--- src/design/stepper_pkg.sv ---
/*
 * Shared constants and types for the stepper index, velocity and fault block:
 * register offsets, field positions, reset values, threshold codes and the
 * packed state record of the block.
 * Assumes a single 25 MHz clock domain and a 32-bit AXI4-Lite register bus.
 */
package stepper_pkg;

    // ------
    // Register map (byte addresses)
    // ------
    localparam logic [7:0] ADDR_GLOBAL_CONFIG = 8'h00;
    localparam logic [7:0] ADDR_GENERATOR_VELOCITY = 8'h04;
    localparam logic [7:0] ADDR_MEASURED_STEP_PERIOD = 8'h08;
    localparam logic [7:0] ADDR_MICROSTEP_POSITION_COUNT = 8'h0C;
    localparam logic [7:0] ADDR_DRIVER_STATUS = 8'h10;
    localparam logic [7:0] ADDR_EVENT_STATUS = 8'h14;
    localparam logic [7:0] ADDR_EVENT_CLEAR = 8'h18;
    localparam logic [7:0] ADDR_EVENT_ENABLE = 8'h1C;

    // ------
    // Field positions and reset values
    // ------
    localparam int CFG_INDEX_STEP = 0;
    localparam int CFG_DRIVER_ENABLE = 1;
    localparam int CFG_TEMP_SERIAL = 2;
    localparam int CFG_TEMP_SEL_LO = 3;
    localparam logic [4:0] GLOBAL_CONFIG_RESET = 5'h00;
    localparam logic [23:0] VELOCITY_RESET = 24'h000000;
    localparam logic [9:0] MSCOUNT_RESET = 10'h000;
    localparam logic [19:0] PERIOD_MAX = 20'hFFFFF;
    localparam logic [7:0] EVENT_ENABLE_RESET = 8'h00;

    // Event bit positions (status, clear and enable share this layout)
    localparam int EV_SHUTDOWN = 0;
    localparam int EV_PREWARN = 1;
    localparam int EV_SHORT_LO = 2;
    localparam int EV_UNDERVOLT = 6;
    localparam int EV_INDEX = 7;

    // Short detections seen before a confirm: first one plus two retries; the third retry confirms
    localparam logic [1:0] SHORT_RETRIES = 2'h3;

    // ------
    // Temperature setting codes; comparator inputs index 120/143/150/157
    // ------
    localparam logic [1:0] TSEL_143_PW120 = 2'h0;
    localparam logic [1:0] TSEL_150_PW120 = 2'h1;
    localparam logic [1:0] TSEL_150_PW143 = 2'h2;
    localparam logic [1:0] TSEL_157_PW143 = 2'h3;
    localparam int T120 = 0;
    localparam int T143 = 1;
    localparam int T150 = 2;
    localparam int T157 = 3;

    localparam logic [1:0] RESP_OKAY = 2'h0;
    localparam logic [1:0] RESP_SLVERR = 2'h2;

    // ------
    // Carriers
    // ------
    typedef struct packed {
        logic [3:0] temp_above;     // 157,150,143,120 comparators
        logic [1:0] ground_short;   // b,a raw detections
        logic [1:0] supply_short;   // b,a raw detections
        logic undervoltage;
        logic dir;
        logic step;
    } pins_s;

    localparam int PIN_W = $bits(pins_s);

    typedef struct packed {
        // Pin synchronisers and agreed values
        logic [PIN_W-1:0] sync1_q;
        logic [PIN_W-1:0] sync2_q;
        logic [PIN_W-1:0] sync3_q;
        pins_s pins_q;
        // Configuration
        logic otp_taken_q;
        logic [1:0] otp_sel_q;
        logic [4:0] global_config_q;
        logic [23:0] generator_velocity_q;
        // Motion
        logic half_tick_q;
        logic [22:0] phase_acc_q;
        logic [9:0] microstep_position_count_q;
        logic [19:0] period_cnt_q;
        logic [19:0] measured_step_period_q;
        logic index_q;
        // Protection
        logic heat_shutdown_flag_q;
        logic [3:0] short_flag_q;   // supply b,a ; ground b,a
        logic [7:0] short_cnt_q;    // 2 bits per flag
        logic bridge_a_en_q;
        logic bridge_b_en_q;
        // Events
        logic [7:0] event_status_q;
        logic [7:0] event_enable_q;
        logic irq_q;
        // AXI4-Lite
        logic awready_q;
        logic wready_q;
        logic aw_held_q;
        logic w_held_q;
        logic [7:0] awaddr_q;
        logic [31:0] wdata_q;
        logic [3:0] wstrb_q;
        logic bvalid_q;
        logic [1:0] bresp_q;
        logic arready_q;
        logic rvalid_q;
        logic [31:0] rdata_q;
        logic [1:0] rresp_q;
    } state_s;

endpackage

--- src/design/stepper_index_velocity_and_fault_logic.sv ---
/*
 * Digital side of a two-phase stepper driver: position marker output,
 * internal velocity step generator, step period measurement, heat shutdown
 * latch and bridge short protection, with an AXI4-Lite register slave.
 * Assumes pin inputs are asynchronous to aclk and that analog comparators
 * and short detectors deliver plain levels on the pin record.
 */
// Chosen here: the AXI4-Lite register port and the register offsets.
// How it works
// - Marker fires at coil A positive zero
// - Default marker once per electrical period
// - Generator runs written velocity, no ramping
// - Velocity is signed; sign gives direction
// - Rate is velocity times clock/2/2^23
// - Measure clocks between steps as period
// - Step-toggle option toggles marker per step
// - Position counter wraps 1023 to 0
// - Prewarn and shutdown thresholds are selectable
// - Default shutdown 143C, prewarn 120C
// - 150C shutdown by OTP or serial
// - 157C shutdown only by serial setting
// - Shutdown latched until below prewarn level
// - Ground, supply shorts and undervoltage flagged apart
// - Short confirmed after three retries
// - Only the shorted bridge switches off
`timescale 1ns/100ps
`default_nettype none

module stepper_index_velocity_and_fault_logic
    import stepper_pkg::*;
(
    input wire logic aclk,
    input wire logic aresetn,
    input wire pins_s pins,
    input wire logic [1:0] otp_temp_sel,
    input wire logic [7:0] s_axi_awaddr,
    input wire logic s_axi_awvalid,
    output logic s_axi_awready,
    input wire logic [31:0] s_axi_wdata,
    input wire logic [3:0] s_axi_wstrb,
    input wire logic s_axi_wvalid,
    output logic s_axi_wready,
    output logic [1:0] s_axi_bresp,
    output logic s_axi_bvalid,
    input wire logic s_axi_bready,
    input wire logic [7:0] s_axi_araddr,
    input wire logic s_axi_arvalid,
    output logic s_axi_arready,
    output logic [31:0] s_axi_rdata,
    output logic [1:0] s_axi_rresp,
    output logic s_axi_rvalid,
    input wire logic s_axi_rready,
    output logic index_out,
    output logic bridge_a_enable,
    output logic bridge_b_enable,
    output logic irq
);

    state_s q;
    state_s d;

    // ------
    // Combinational next state
    // ------
    always_comb begin
        logic [PIN_W-1:0] agreed;
        pins_s p;
        logic step_rise;
        logic [23:0] vel_abs;
        logic [23:0] acc_sum;
        logic gen_step;
        logic gen_active;
        logic do_step;
        logic step_down;
        logic [1:0] tsel;
        logic prewarn;
        logic shutdown;
        logic driver_en;
        logic [3:0] short_raw;
        logic [3:0] short_prev;
        logic [3:0] short_confirm;
        logic [7:0] events;
        logic wr_fire;
        logic [7:0] wclear;
        logic ok;
        logic [31:0] rd;

        d = q;
        agreed = '0;
        p = q.pins_q;
        step_rise = 1'b0;
        vel_abs = '0;
        acc_sum = '0;
        gen_step = 1'b0;
        gen_active = 1'b0;
        do_step = 1'b0;
        step_down = 1'b0;
        tsel = TSEL_143_PW120;
        prewarn = 1'b0;
        shutdown = 1'b0;
        driver_en = 1'b0;
        short_raw = '0;
        short_prev = '0;
        short_confirm = '0;
        events = '0;
        wr_fire = 1'b0;
        wclear = '0;
        ok = 1'b0;
        rd = '0;

        // ------
        // Pin synchronisers: a change counts once stages two and three agree
        // ------
        d.sync1_q = pins;
        d.sync2_q = q.sync1_q;
        d.sync3_q = q.sync2_q;
        for (int i = 0; i < PIN_W; i++) begin
            agreed[i] = (q.sync2_q[i] == q.sync3_q[i]) ? q.sync3_q[i] : p[i];
        end
        d.pins_q = pins_s'(agreed);
        step_rise = d.pins_q.step & ~q.pins_q.step;

        // OTP setting is caught once, on the first edge after reset release
        if (!q.otp_taken_q) begin
            d.otp_taken_q = 1'b1;
            d.otp_sel_q = otp_temp_sel;
        end

        // ------
        // Internal step generator
        // ------
        // Sign bit picks the direction; magnitude feeds the accumulator
        gen_active = (q.generator_velocity_q != VELOCITY_RESET);
        vel_abs = q.generator_velocity_q[23] ? 24'(-q.generator_velocity_q)
                                             : q.generator_velocity_q;
        // Accumulate on every other clock, so one unit is fclk/2/2^23
        d.half_tick_q = ~q.half_tick_q;
        if (gen_active && q.half_tick_q) begin
            acc_sum = {1'b0, q.phase_acc_q} + vel_abs;
            d.phase_acc_q = acc_sum[22:0];
            gen_step = acc_sum[23];
        end
        if (!gen_active) begin
            d.phase_acc_q = '0;
        end

        // Velocity is applied as written; any ramp is the host's job
        if (gen_active) begin
            do_step = gen_step;
            step_down = q.generator_velocity_q[23];
        end else begin
            do_step = step_rise;
            step_down = q.pins_q.dir;
        end

        // Natural 10-bit wrap gives 1023 -> 0 and 0 -> 1023
        if (do_step) begin
            d.microstep_position_count_q = step_down ? q.microstep_position_count_q - 10'h001
                                                     : q.microstep_position_count_q + 10'h001;
        end

        // ------
        // Step period measurement; the count saturates when motion stops, the register holds the last period
        // ------
        if (do_step) begin
            d.measured_step_period_q = (q.period_cnt_q == PERIOD_MAX) ? PERIOD_MAX
                                                                     : q.period_cnt_q + 20'h00001;
            d.period_cnt_q = '0;
        end else if (q.period_cnt_q != PERIOD_MAX) begin
            d.period_cnt_q = q.period_cnt_q + 20'h00001;
        end

        // ------
        // Position marker
        // ------
        if (q.global_config_q[CFG_INDEX_STEP]) begin
            d.index_q = q.index_q ^ do_step;
        end else begin
            // Table position zero is coil A's rising zero crossing
            d.index_q = (d.microstep_position_count_q == MSCOUNT_RESET);
        end
        events[EV_INDEX] = do_step && (d.microstep_position_count_q == MSCOUNT_RESET);

        // ------
        // Temperature thresholds and shutdown latch
        // ------
        // Serial setting may pick 157C; the OTP code 3 falls back to default
        if (q.global_config_q[CFG_TEMP_SERIAL]) begin
            tsel = q.global_config_q[CFG_TEMP_SEL_LO +: 2];
        end else if (q.otp_sel_q != TSEL_157_PW143) begin
            tsel = q.otp_sel_q;
        end else begin
            tsel = TSEL_143_PW120;
        end
        unique case (tsel)
            TSEL_143_PW120: begin
                shutdown = p.temp_above[T143];
                prewarn = p.temp_above[T120];
            end
            TSEL_150_PW120: begin
                shutdown = p.temp_above[T150];
                prewarn = p.temp_above[T120];
            end
            TSEL_150_PW143: begin
                shutdown = p.temp_above[T150];
                prewarn = p.temp_above[T143];
            end
            TSEL_157_PW143: begin
                shutdown = p.temp_above[T157];
                prewarn = p.temp_above[T143];
            end
        endcase
        // Set wins over the release so a fresh trip is never missed
        if (shutdown) begin
            d.heat_shutdown_flag_q = 1'b1;
        end else if (!prewarn) begin
            d.heat_shutdown_flag_q = 1'b0;
        end
        events[EV_SHUTDOWN] = shutdown & ~q.heat_shutdown_flag_q;
        events[EV_PREWARN] = prewarn & ~(q.pins_q.temp_above != d.pins_q.temp_above ? 1'b0 : 1'b1);

        // ------
        // Short protection with retries
        // ------
        driver_en = q.global_config_q[CFG_DRIVER_ENABLE];
        short_raw = {d.pins_q.supply_short, d.pins_q.ground_short};
        short_prev = {q.pins_q.supply_short, q.pins_q.ground_short};
        for (int i = 0; i < 4; i++) begin
            if (!driver_en) begin
                // Disabling the driver, or a reset, is the only way to rearm a bridge
                d.short_flag_q[i] = 1'b0;
                d.short_cnt_q[2*i +: 2] = '0;
            end else if (short_raw[i] && !short_prev[i] && !q.short_flag_q[i]) begin
                if (q.short_cnt_q[2*i +: 2] == SHORT_RETRIES) begin
                    short_confirm[i] = 1'b1;
                    d.short_flag_q[i] = 1'b1;
                end else begin
                    d.short_cnt_q[2*i +: 2] = q.short_cnt_q[2*i +: 2] + 2'h1;
                end
            end
        end
        events[EV_SHORT_LO +: 4] = short_confirm;
        events[EV_UNDERVOLT] = d.pins_q.undervoltage & ~q.pins_q.undervoltage;

        // Bit order: ground a, ground b, supply a, supply b
        d.bridge_a_en_q = driver_en & ~d.heat_shutdown_flag_q
                          & ~d.short_flag_q[0] & ~d.short_flag_q[2];
        d.bridge_b_en_q = driver_en & ~d.heat_shutdown_flag_q
                          & ~d.short_flag_q[1] & ~d.short_flag_q[3];

        // ------
        // AXI4-Lite write channel
        // ------
        if (s_axi_awvalid && q.awready_q) begin
            d.aw_held_q = 1'b1;
            d.awaddr_q = s_axi_awaddr;
        end
        if (s_axi_wvalid && q.wready_q) begin
            d.w_held_q = 1'b1;
            d.wdata_q = s_axi_wdata;
            d.wstrb_q = s_axi_wstrb;
        end
        if (s_axi_bvalid && s_axi_bready) begin
            d.bvalid_q = 1'b0;
        end
        wr_fire = q.aw_held_q && q.w_held_q && !q.bvalid_q;
        if (wr_fire) begin
            ok = 1'b1;
            d.aw_held_q = 1'b0;
            d.w_held_q = 1'b0;
            d.bvalid_q = 1'b1;
            unique case (q.awaddr_q)
                ADDR_GLOBAL_CONFIG: begin
                    if (q.wstrb_q[0]) begin
                        d.global_config_q = q.wdata_q[4:0];
                    end
                end
                ADDR_GENERATOR_VELOCITY: begin
                    for (int b = 0; b < 3; b++) begin
                        if (q.wstrb_q[b]) begin
                            d.generator_velocity_q[8*b +: 8] = q.wdata_q[8*b +: 8];
                        end
                    end
                end
                ADDR_EVENT_CLEAR: begin
                    if (q.wstrb_q[0]) begin
                        wclear = q.wdata_q[7:0];
                    end
                end
                ADDR_EVENT_ENABLE: begin
                    if (q.wstrb_q[0]) begin
                        d.event_enable_q = q.wdata_q[7:0];
                    end
                end
                ADDR_MEASURED_STEP_PERIOD, ADDR_MICROSTEP_POSITION_COUNT,
                ADDR_DRIVER_STATUS, ADDR_EVENT_STATUS: begin
                    ok = 1'b1;
                end
                default: begin
                    ok = 1'b0;
                end
            endcase
            d.bresp_q = ok ? RESP_OKAY : RESP_SLVERR;
        end
        d.awready_q = ~d.aw_held_q & ~d.bvalid_q;
        d.wready_q = ~d.w_held_q & ~d.bvalid_q;

        // Sticky events: a new event wins over a clear in the same cycle
        d.event_status_q = (q.event_status_q & ~wclear) | events;
        d.irq_q = |(d.event_status_q & d.event_enable_q);

        // ------
        // AXI4-Lite read channel
        // ------
        if (s_axi_rvalid && s_axi_rready) begin
            d.rvalid_q = 1'b0;
        end
        if (s_axi_arvalid && q.arready_q) begin
            d.rvalid_q = 1'b1;
            d.rresp_q = RESP_OKAY;
            unique case (s_axi_araddr)
                ADDR_GLOBAL_CONFIG: rd = {27'h0, q.global_config_q};
                ADDR_GENERATOR_VELOCITY: rd = {{8{q.generator_velocity_q[23]}}, q.generator_velocity_q};
                ADDR_MEASURED_STEP_PERIOD: rd = {12'h000, q.measured_step_period_q};
                ADDR_MICROSTEP_POSITION_COUNT: rd = {22'h0, q.microstep_position_count_q};
                ADDR_DRIVER_STATUS: rd = {23'h000000, q.bridge_b_en_q, q.bridge_a_en_q, p.undervoltage,
                                          q.short_flag_q, prewarn, q.heat_shutdown_flag_q};
                ADDR_EVENT_STATUS: rd = {24'h0, q.event_status_q};
                ADDR_EVENT_CLEAR: rd = 32'h00000000;
                ADDR_EVENT_ENABLE: rd = {24'h0, q.event_enable_q};
                default: begin
                    rd = 32'h00000000;
                    d.rresp_q = RESP_SLVERR;
                end
            endcase
            d.rdata_q = rd;
        end
        d.arready_q = ~d.rvalid_q;

        // ------
        // Synchronous reset
        // ------
        if (!aresetn) begin
            d = '0;
            d.global_config_q = GLOBAL_CONFIG_RESET;
            d.generator_velocity_q = VELOCITY_RESET;
            d.microstep_position_count_q = MSCOUNT_RESET;
            d.event_enable_q = EVENT_ENABLE_RESET;
            d.otp_sel_q = TSEL_143_PW120;
            d.index_q = 1'b1;
        end
    end

    always_ff @(posedge aclk) begin
        q <= d;
    end

    // ------
    // Outputs, all straight from the state record
    // ------
    assign s_axi_awready = q.awready_q;
    assign s_axi_wready = q.wready_q;
    assign s_axi_bvalid = q.bvalid_q;
    assign s_axi_bresp = q.bresp_q;
    assign s_axi_arready = q.arready_q;
    assign s_axi_rvalid = q.rvalid_q;
    assign s_axi_rdata = q.rdata_q;
    assign s_axi_rresp = q.rresp_q;
    assign index_out = q.index_q;
    assign bridge_a_enable = q.bridge_a_en_q;
    assign bridge_b_enable = q.bridge_b_en_q;
    assign irq = q.irq_q;

endmodule

`default_nettype wire

--- config.mk ---
export PLATFORM = sky130hd
export DESIGN_NAME = stepper_index_velocity_and_fault_logic
export DESIGN_NICKNAME = d
export VERILOG_FILES = /design/src/design/stepper_pkg.sv /design/src/design/stepper_index_velocity_and_fault_logic.sv
export SDC_FILE = /design/constraint.sdc
export NUM_CORES = 1
export LEC_CHECK = 0
export BUFFER_PORTS_ARGS = -buffer_cell sky130_fd_sc_hd__buf_2
export CAP_MARGIN = 20
export CELL_PAD_IN_SITES_DETAIL_PLACEMENT = 1
export CELL_PAD_IN_SITES_GLOBAL_PLACEMENT = 1
export CORE_UTILIZATION = 40
export CTS_CLUSTER_SIZE = 28
export DETAILED_ROUTE_END_ITERATION = 8
export GPL_ROUTABILITY_DRIVEN = 1
export PLACE_DENSITY_LB_ADDON = 0.05
export SYNTH_ARGS = -nofsm -noshare
export SYNTH_HDL_FRONTEND = slang
export SYNTH_SLANG_ARGS = --single-unit
--- constraint.sdc ---
create_clock -name aclk -period 5.24 [get_ports aclk]
set_input_delay 1.048 -clock aclk [delete_from_list [all_inputs] [get_ports aclk]]
set_output_delay 1.048 -clock aclk [all_outputs]
set_load 0.005 [all_outputs]
-- Word-level counts from Yosys, hierarchy flattened
Index checks and enable logic that the tools add are counted.
Widths: inputs -> output; s select.
- bits of input ports: 72
- register bits: 261
- word-level logic and storage cells: 238
- bitwise gates (word level): 34
- equal/unequal tests: 36
- $add $sub $neg: 9
- muxes and demuxes: 66
- reductions and logical operators: 48
- operator list (operator ; count):
    $pmux 32 s7 ; 1
    $eq 8x5->1 const B ; 8
    $mux 8 ; 6
    $mux 1 ; 46
    $mux 35 ; 1
    $eq 8x4->1 const B ; 4
    $add 23x24->24 ; 1
    $mux 24 ; 1
    $neg 24->24 ; 1
    $reduce_bool 24->1 ; 1
    $reduce_or 8->1 ; 3
    $add 20x1->20 const B ; 1
    $eq 20x20->1 const B ; 1
    $mux 10 ; 2
    $mux 20 ; 1
    $ne 20x20->1 const B ; 1
    $not 1->1 ; 18
    $logic_and 1x1->1 ; 17
    $and 8x8->8 ; 2
    $eq 8x3->1 const B ; 2
    $logic_not 8->1 ; 2
    $eq 2x2->1 const B ; 6
    $reduce_and 2->1 ; 6
    $reduce_and 3->1 ; 4
    other kinds (19) ; 57

-- Depth between registers and ports, before layout
- depth after elaboration: 12
- depth in mapped cells: 18
- mapped depth without buffers: 17

-- Worst setup path after synthesis
Ideal clock, no wire load.
- path type: register to register
- from: register q[197] in the netlist's numbering
- to: register q[137] in the netlist's numbering
- buffers on the path: 1
- clock period less this slack: 4495 ps
- setup slack: 745 ps
- arrival time: 4373 ps
- setup time: 122 ps
- stages on the path, launching flop included: 15
- path through: dfxtp_1 or4_4 or4_4 or4_4 o41ai_1 xnor2_1 ha_1 o21ai_0 nand2b_1 a21o_1 a31oi_1 mux2i_4 nor2_4 buf_4 o311a_1
- word-level cells in the longest chain between the ends: 5
- elaborated cells on any way between the ends: 7
- RTL lines (element ; RTL line ; text):
    from (decl) ; stepper_index_velocity_and_fault_logic.sv:59 ; state_s q;
    from (signal assigned) ; stepper_index_velocity_and_fault_logic.sv:355 ; q <= d;
    $neg 24->24 ; stepper_index_velocity_and_fault_logic.sv:134 ; vel_abs = q.generator_velocity_q[23] ? 24'(-q.generator_velocity_q)
    $mux 24 ; stepper_index_velocity_and_fault_logic.sv:134 ;
    $add 23x24->24 ; stepper_index_velocity_and_fault_logic.sv:139 ; acc_sum = {1'b0, q.phase_acc_q} + vel_abs;
    $mux 1 ; stepper_index_velocity_and_fault_logic.sv:138 ; if (gen_active && q.half_tick_q) begin
    $mux 1 * ; stepper_index_velocity_and_fault_logic.sv:148 ; if (gen_active) begin
Every way passes the cells marked *; elsewhere a longest branch is shown, timed or not.
A chain may end at the register's enable or synchronous reset.

-- Final worst setup path
- from: register q[197] in the netlist's numbering
- to: register q, in the netlist index_out
- word-level cells in the longest chain between the ends: 8
- elaborated cells on any way between the ends: 13
- RTL lines (element ; RTL line ; text):
    $neg 24->24 ; stepper_index_velocity_and_fault_logic.sv:134 ;
    $mux 24 ; stepper_index_velocity_and_fault_logic.sv:134 ;
    $add 23x24->24 ; stepper_index_velocity_and_fault_logic.sv:139 ;
    $mux 1 ; stepper_index_velocity_and_fault_logic.sv:138 ;
    $mux 1 ; stepper_index_velocity_and_fault_logic.sv:148 ;
    $mux 10 ; stepper_index_velocity_and_fault_logic.sv:157 ; if (do_step) begin
    $logic_not 10->1 ; stepper_index_velocity_and_fault_logic.sv:180 ; d.index_q = (d.microstep_position_count_q == MSCOUNT_RESET);
    $mux 1 * ; stepper_index_velocity_and_fault_logic.sv:176 ; if (q.global_config_q[CFG_INDEX_STEP]) begin
Marks and branches as above.

==> metrics <==
status=finished, final reports clean; fin crit share=94.4%; Slew HR=31.5%; Internal Power=0.00339 W; Post-Synthesis Cell Area=12000 sq um; GRT Util Overall=21.5%; number of port buffers=105; Synth area leaders=dfxtp_1 42%, nand2_1 6.5%, a21boi_0 4.6%; maximum clock insertion buffer count=3; Seq cells post-synth=251; CTS clock-pin slew for the worst setup and hold paths=60 ps; cts hold-fix bufs=0; Critical Path End Type=register; crit-path max FO=27; width of the die=175 microns; GR Util met2=36.6%; first-pass GRT wire length=53300 microns; grt total ovfl=0; Crit Path Category=register to register; vias=9920; area grow syn2layout=14.5%; sequential element share of the synthesized area=41.8%; Synth area leader=dfxtp_1; hpwl dp=23700 microns; CTS tree=done; die footprint=30800 sq um; sw power=0.000947 W; Sequential Power Share=45.4%; initial core utilization=40.6%; post_cts resized=0; Worst-Margin Slew=1030 ps; most used cell, CP=or4_4; leakage=5.58 nW; H-tree levels=1; Pre-antenna DRT Iters=6; post-layout min period=4950 ps; Async S/R FF share, synth=0%; switching part of the total=21.8%; GRT met3 Usage=3.18%; Crit path arrival time=5410 ps; IR Drop Worst-Case VDD=276 uV; core area=29600 sq um; # Post-CTS Setup Buffers=0; Ys Warns=0; Yosys cell types=62; initial antenna violation count=0; unrepaired setup endpoints after global routing=false; Fin. Hold Viols=0; number of diodes=0; Fillers=3517; Die Ht=175 microns; max cap viols=0; First DRT Iteration DRCs=492; Yosys top cell area share=41.8%; worst hold path type=register to register; CTS root buf=clkbuf_16; DRC Markers=0; cell row count=63; Req. time, crit path=5700 ps; commonest register cell after synthesis=dfxtp_1; cts bufs inserted=30; DR WL/cell=17.8 microns; Sum Neg Setup Slack=0 ps; # nets final=1557; Power, Total=0.00434 W; clock skew=13.5 ps; gp weighted congestion=0.841; vias per cell=5.35; Mean Syn Cell Area=8.70 sq um; Post-Syn Instances=1383; CP max-delay cell=or4_4; Clk pwr share=51.2%; Biggest register=q; startpoint class of the critical path=register; largest net degree at the start of global routing=140; Routed WL=33100 microns; grt peak-use layer=met2; num ports=117; vias in the first global route=10000; fin. max-slew vios=0; clk sinks=251; PwrDens=315 nW/um^2; ordered list of cells on the worst path=or4_4 > or4_4 > or4_4 > o41ai_1 > xnor2_1 > ha_1 > o21ai_0 > nand2b_1 > a21o_1 > a31oi_1 > buf_4 > mux2i_4 > buf_4 > o211ai_1 > o31a_1 > o311ai_1; Logic pwr share=3.4%; met1 Resource Use GR=28.2%; layout cells sized above 1=13.0%; Setup violations, final=0; EDFF count, synth=0; Largest register FFs=216; antenna-violating nets left=0; fmax=0.202 GHz; worst skew pair latency=560 ps; crit-path max cell delay=560 ps
-- through the flow --
step           cell area, sq um  util [%]  setup slack (ps)  instances  hold WS (ps)
2_1_floorplan             12000         -               745       1384           412
3_3_place_gp              12700      42.8               173       1798           416
3_5_place_dp              12700      42.8              88.4       1798           423
4_1_cts                   13800      46.4              78.3       1853           436
5_1_grt                   13800      46.4              42.7       1854           444
6_report                  13800      46.4               293       1854           430
-- final timing paths --
kind	start	to	slack, ps	cells after the start
setup / recovery	q[197]$_SDFFE_PN0P_	index_out$_SDFF_PN1_	290	16
hold / removal	q[265]$_SDFF_PN0_	q[254]$_SDFF_PN0_	430	1
setup reg to reg	q[197]$_SDFFE_PN0P_	index_out$_SDFF_PN1_	290	16
hold reg to reg	q[265]$_SDFF_PN0_	q[254]$_SDFF_PN0_	430	1
-- critical path, delay by kind of cell, from the launching register on --
family | cells | cell delay (ps)
AO/OA/AOI/OAI | 7 | 1500
XOR/XNOR | 1 | 170
adder cells (fa/ha/maj) | 1 | 310
buffers and inverters | 2 | 510
flip-flops | 1 | 310
multiplexers | 1 | 310
AND/OR/NAND/NOR | 4 | 1740
-- layout make-up --
type / instances / area (sq um) / area share [%]
Multi-Input combinational cell: 1021 / 6440 / 46.8
Sequential cell: 251 / 5020 / 36.5
Clock buffer: 41 / 892 / 6.48
Inverter: 14 / 52.6 / 0.382
Timing Repair Buffer: 123 / 676 / 4.91
Tap cell: 390 / 488 / 3.54
Clock inverter: 14 / 193 / 1.40
-- cells in the mapped netlist (3+ instances only) --
cell type  number
nand3b_1        5
a21oi_1        56
o41ai_1         5
o21ai_0        47
mux2i_1        43
o21bai_1        4
a22oi_1        27
nand2b_1       12
or4_4           3
xnor2_1        43
o21a_1          8
nor4_1          9
a21boi_1        3
buf_4          37
nand3_1        18
ha_1           42
or2_2           4
a32oi_1         4
inv_1          14
buf_1           3
and3_1          8
or3_1          10
xor2_1         24
o31a_1          3
a222oi_1       15
clkbuf_1       54
a211oi_1        9
and2_1         45
a21boi_0       73
or4_1           7
nand2_1       207
nand4_1         8
nor3b_1         7
o311a_1        10
o22ai_1         5
o31ai_1         5
nor3_1         32
a31oi_1        15
dfxtp_1       251
nor2_1        107
o211ai_1        9
buf_2           4
a21o_1         10
nor2b_1        57
-- placed cells by master, fill, tap and decap left out, types with 10 or more instances in the layout --
cell and count:
a22oi_1 27, nand2b_1 12, a21boi_0 73, a222oi_1 15, nor2_1 107, xnor2_1 43, buf_2 104, clkbuf_16 30
inv_1 14, o311a_1 10, nand2_1 207, and2_1 45, a21oi_1 56, mux2i_1 43, ha_1 42, xor2_1 24
dfxtp_1 251, nor2b_1 57, buf_4 18, clkbuf_8 10, a31oi_1 15, or3_1 10, a21o_1 10, nor3_1 31
o21ai_0 47, nand3_1 18
-- power by group through the flow --
stage               clock network (W)  registers [W]  logic (W)
floorplan                           0        0.00200  0.0000981
global placement                    0        0.00201   0.000149
detailed placement                  0        0.00201   0.000151
CTS                           0.00228        0.00197   0.000152
global route                  0.00235        0.00197   0.000166
finish                        0.00222        0.00197   0.000148
-- cell families (layout without fill, tap and decap cells) --
| logic type | Yosys count | in the layout | share of synthesized area (%) |
|---|---|---|---|
| XOR/XNOR | 67 | 67 | 4.88 |
| flip-flops | 251 | 251 | 41.8 |
| AO/OA/AOI/OAI | 316 | 316 | 18.1 |
| AND/OR/NAND/NOR | 547 | 548 | 22.0 |
| buffers and inverters | 113 | 192 | 4.79 |
| adder cells (fa/ha/maj) | 44 | 44 | 4.70 |
| other | 1 | 2 | 0.0312 |
| multiplexers | 44 | 44 | 3.77 |
-- per-layer routing --
metal / wire length [microns] / up-vias
li1: - / 4942
met1: 15500 / 4760
met2: 15300 / 168
met3: 1370 / 50
met4: 847 / 0
met5: 0 / -
No activity file was read; power rests on OpenSTA's default activity.
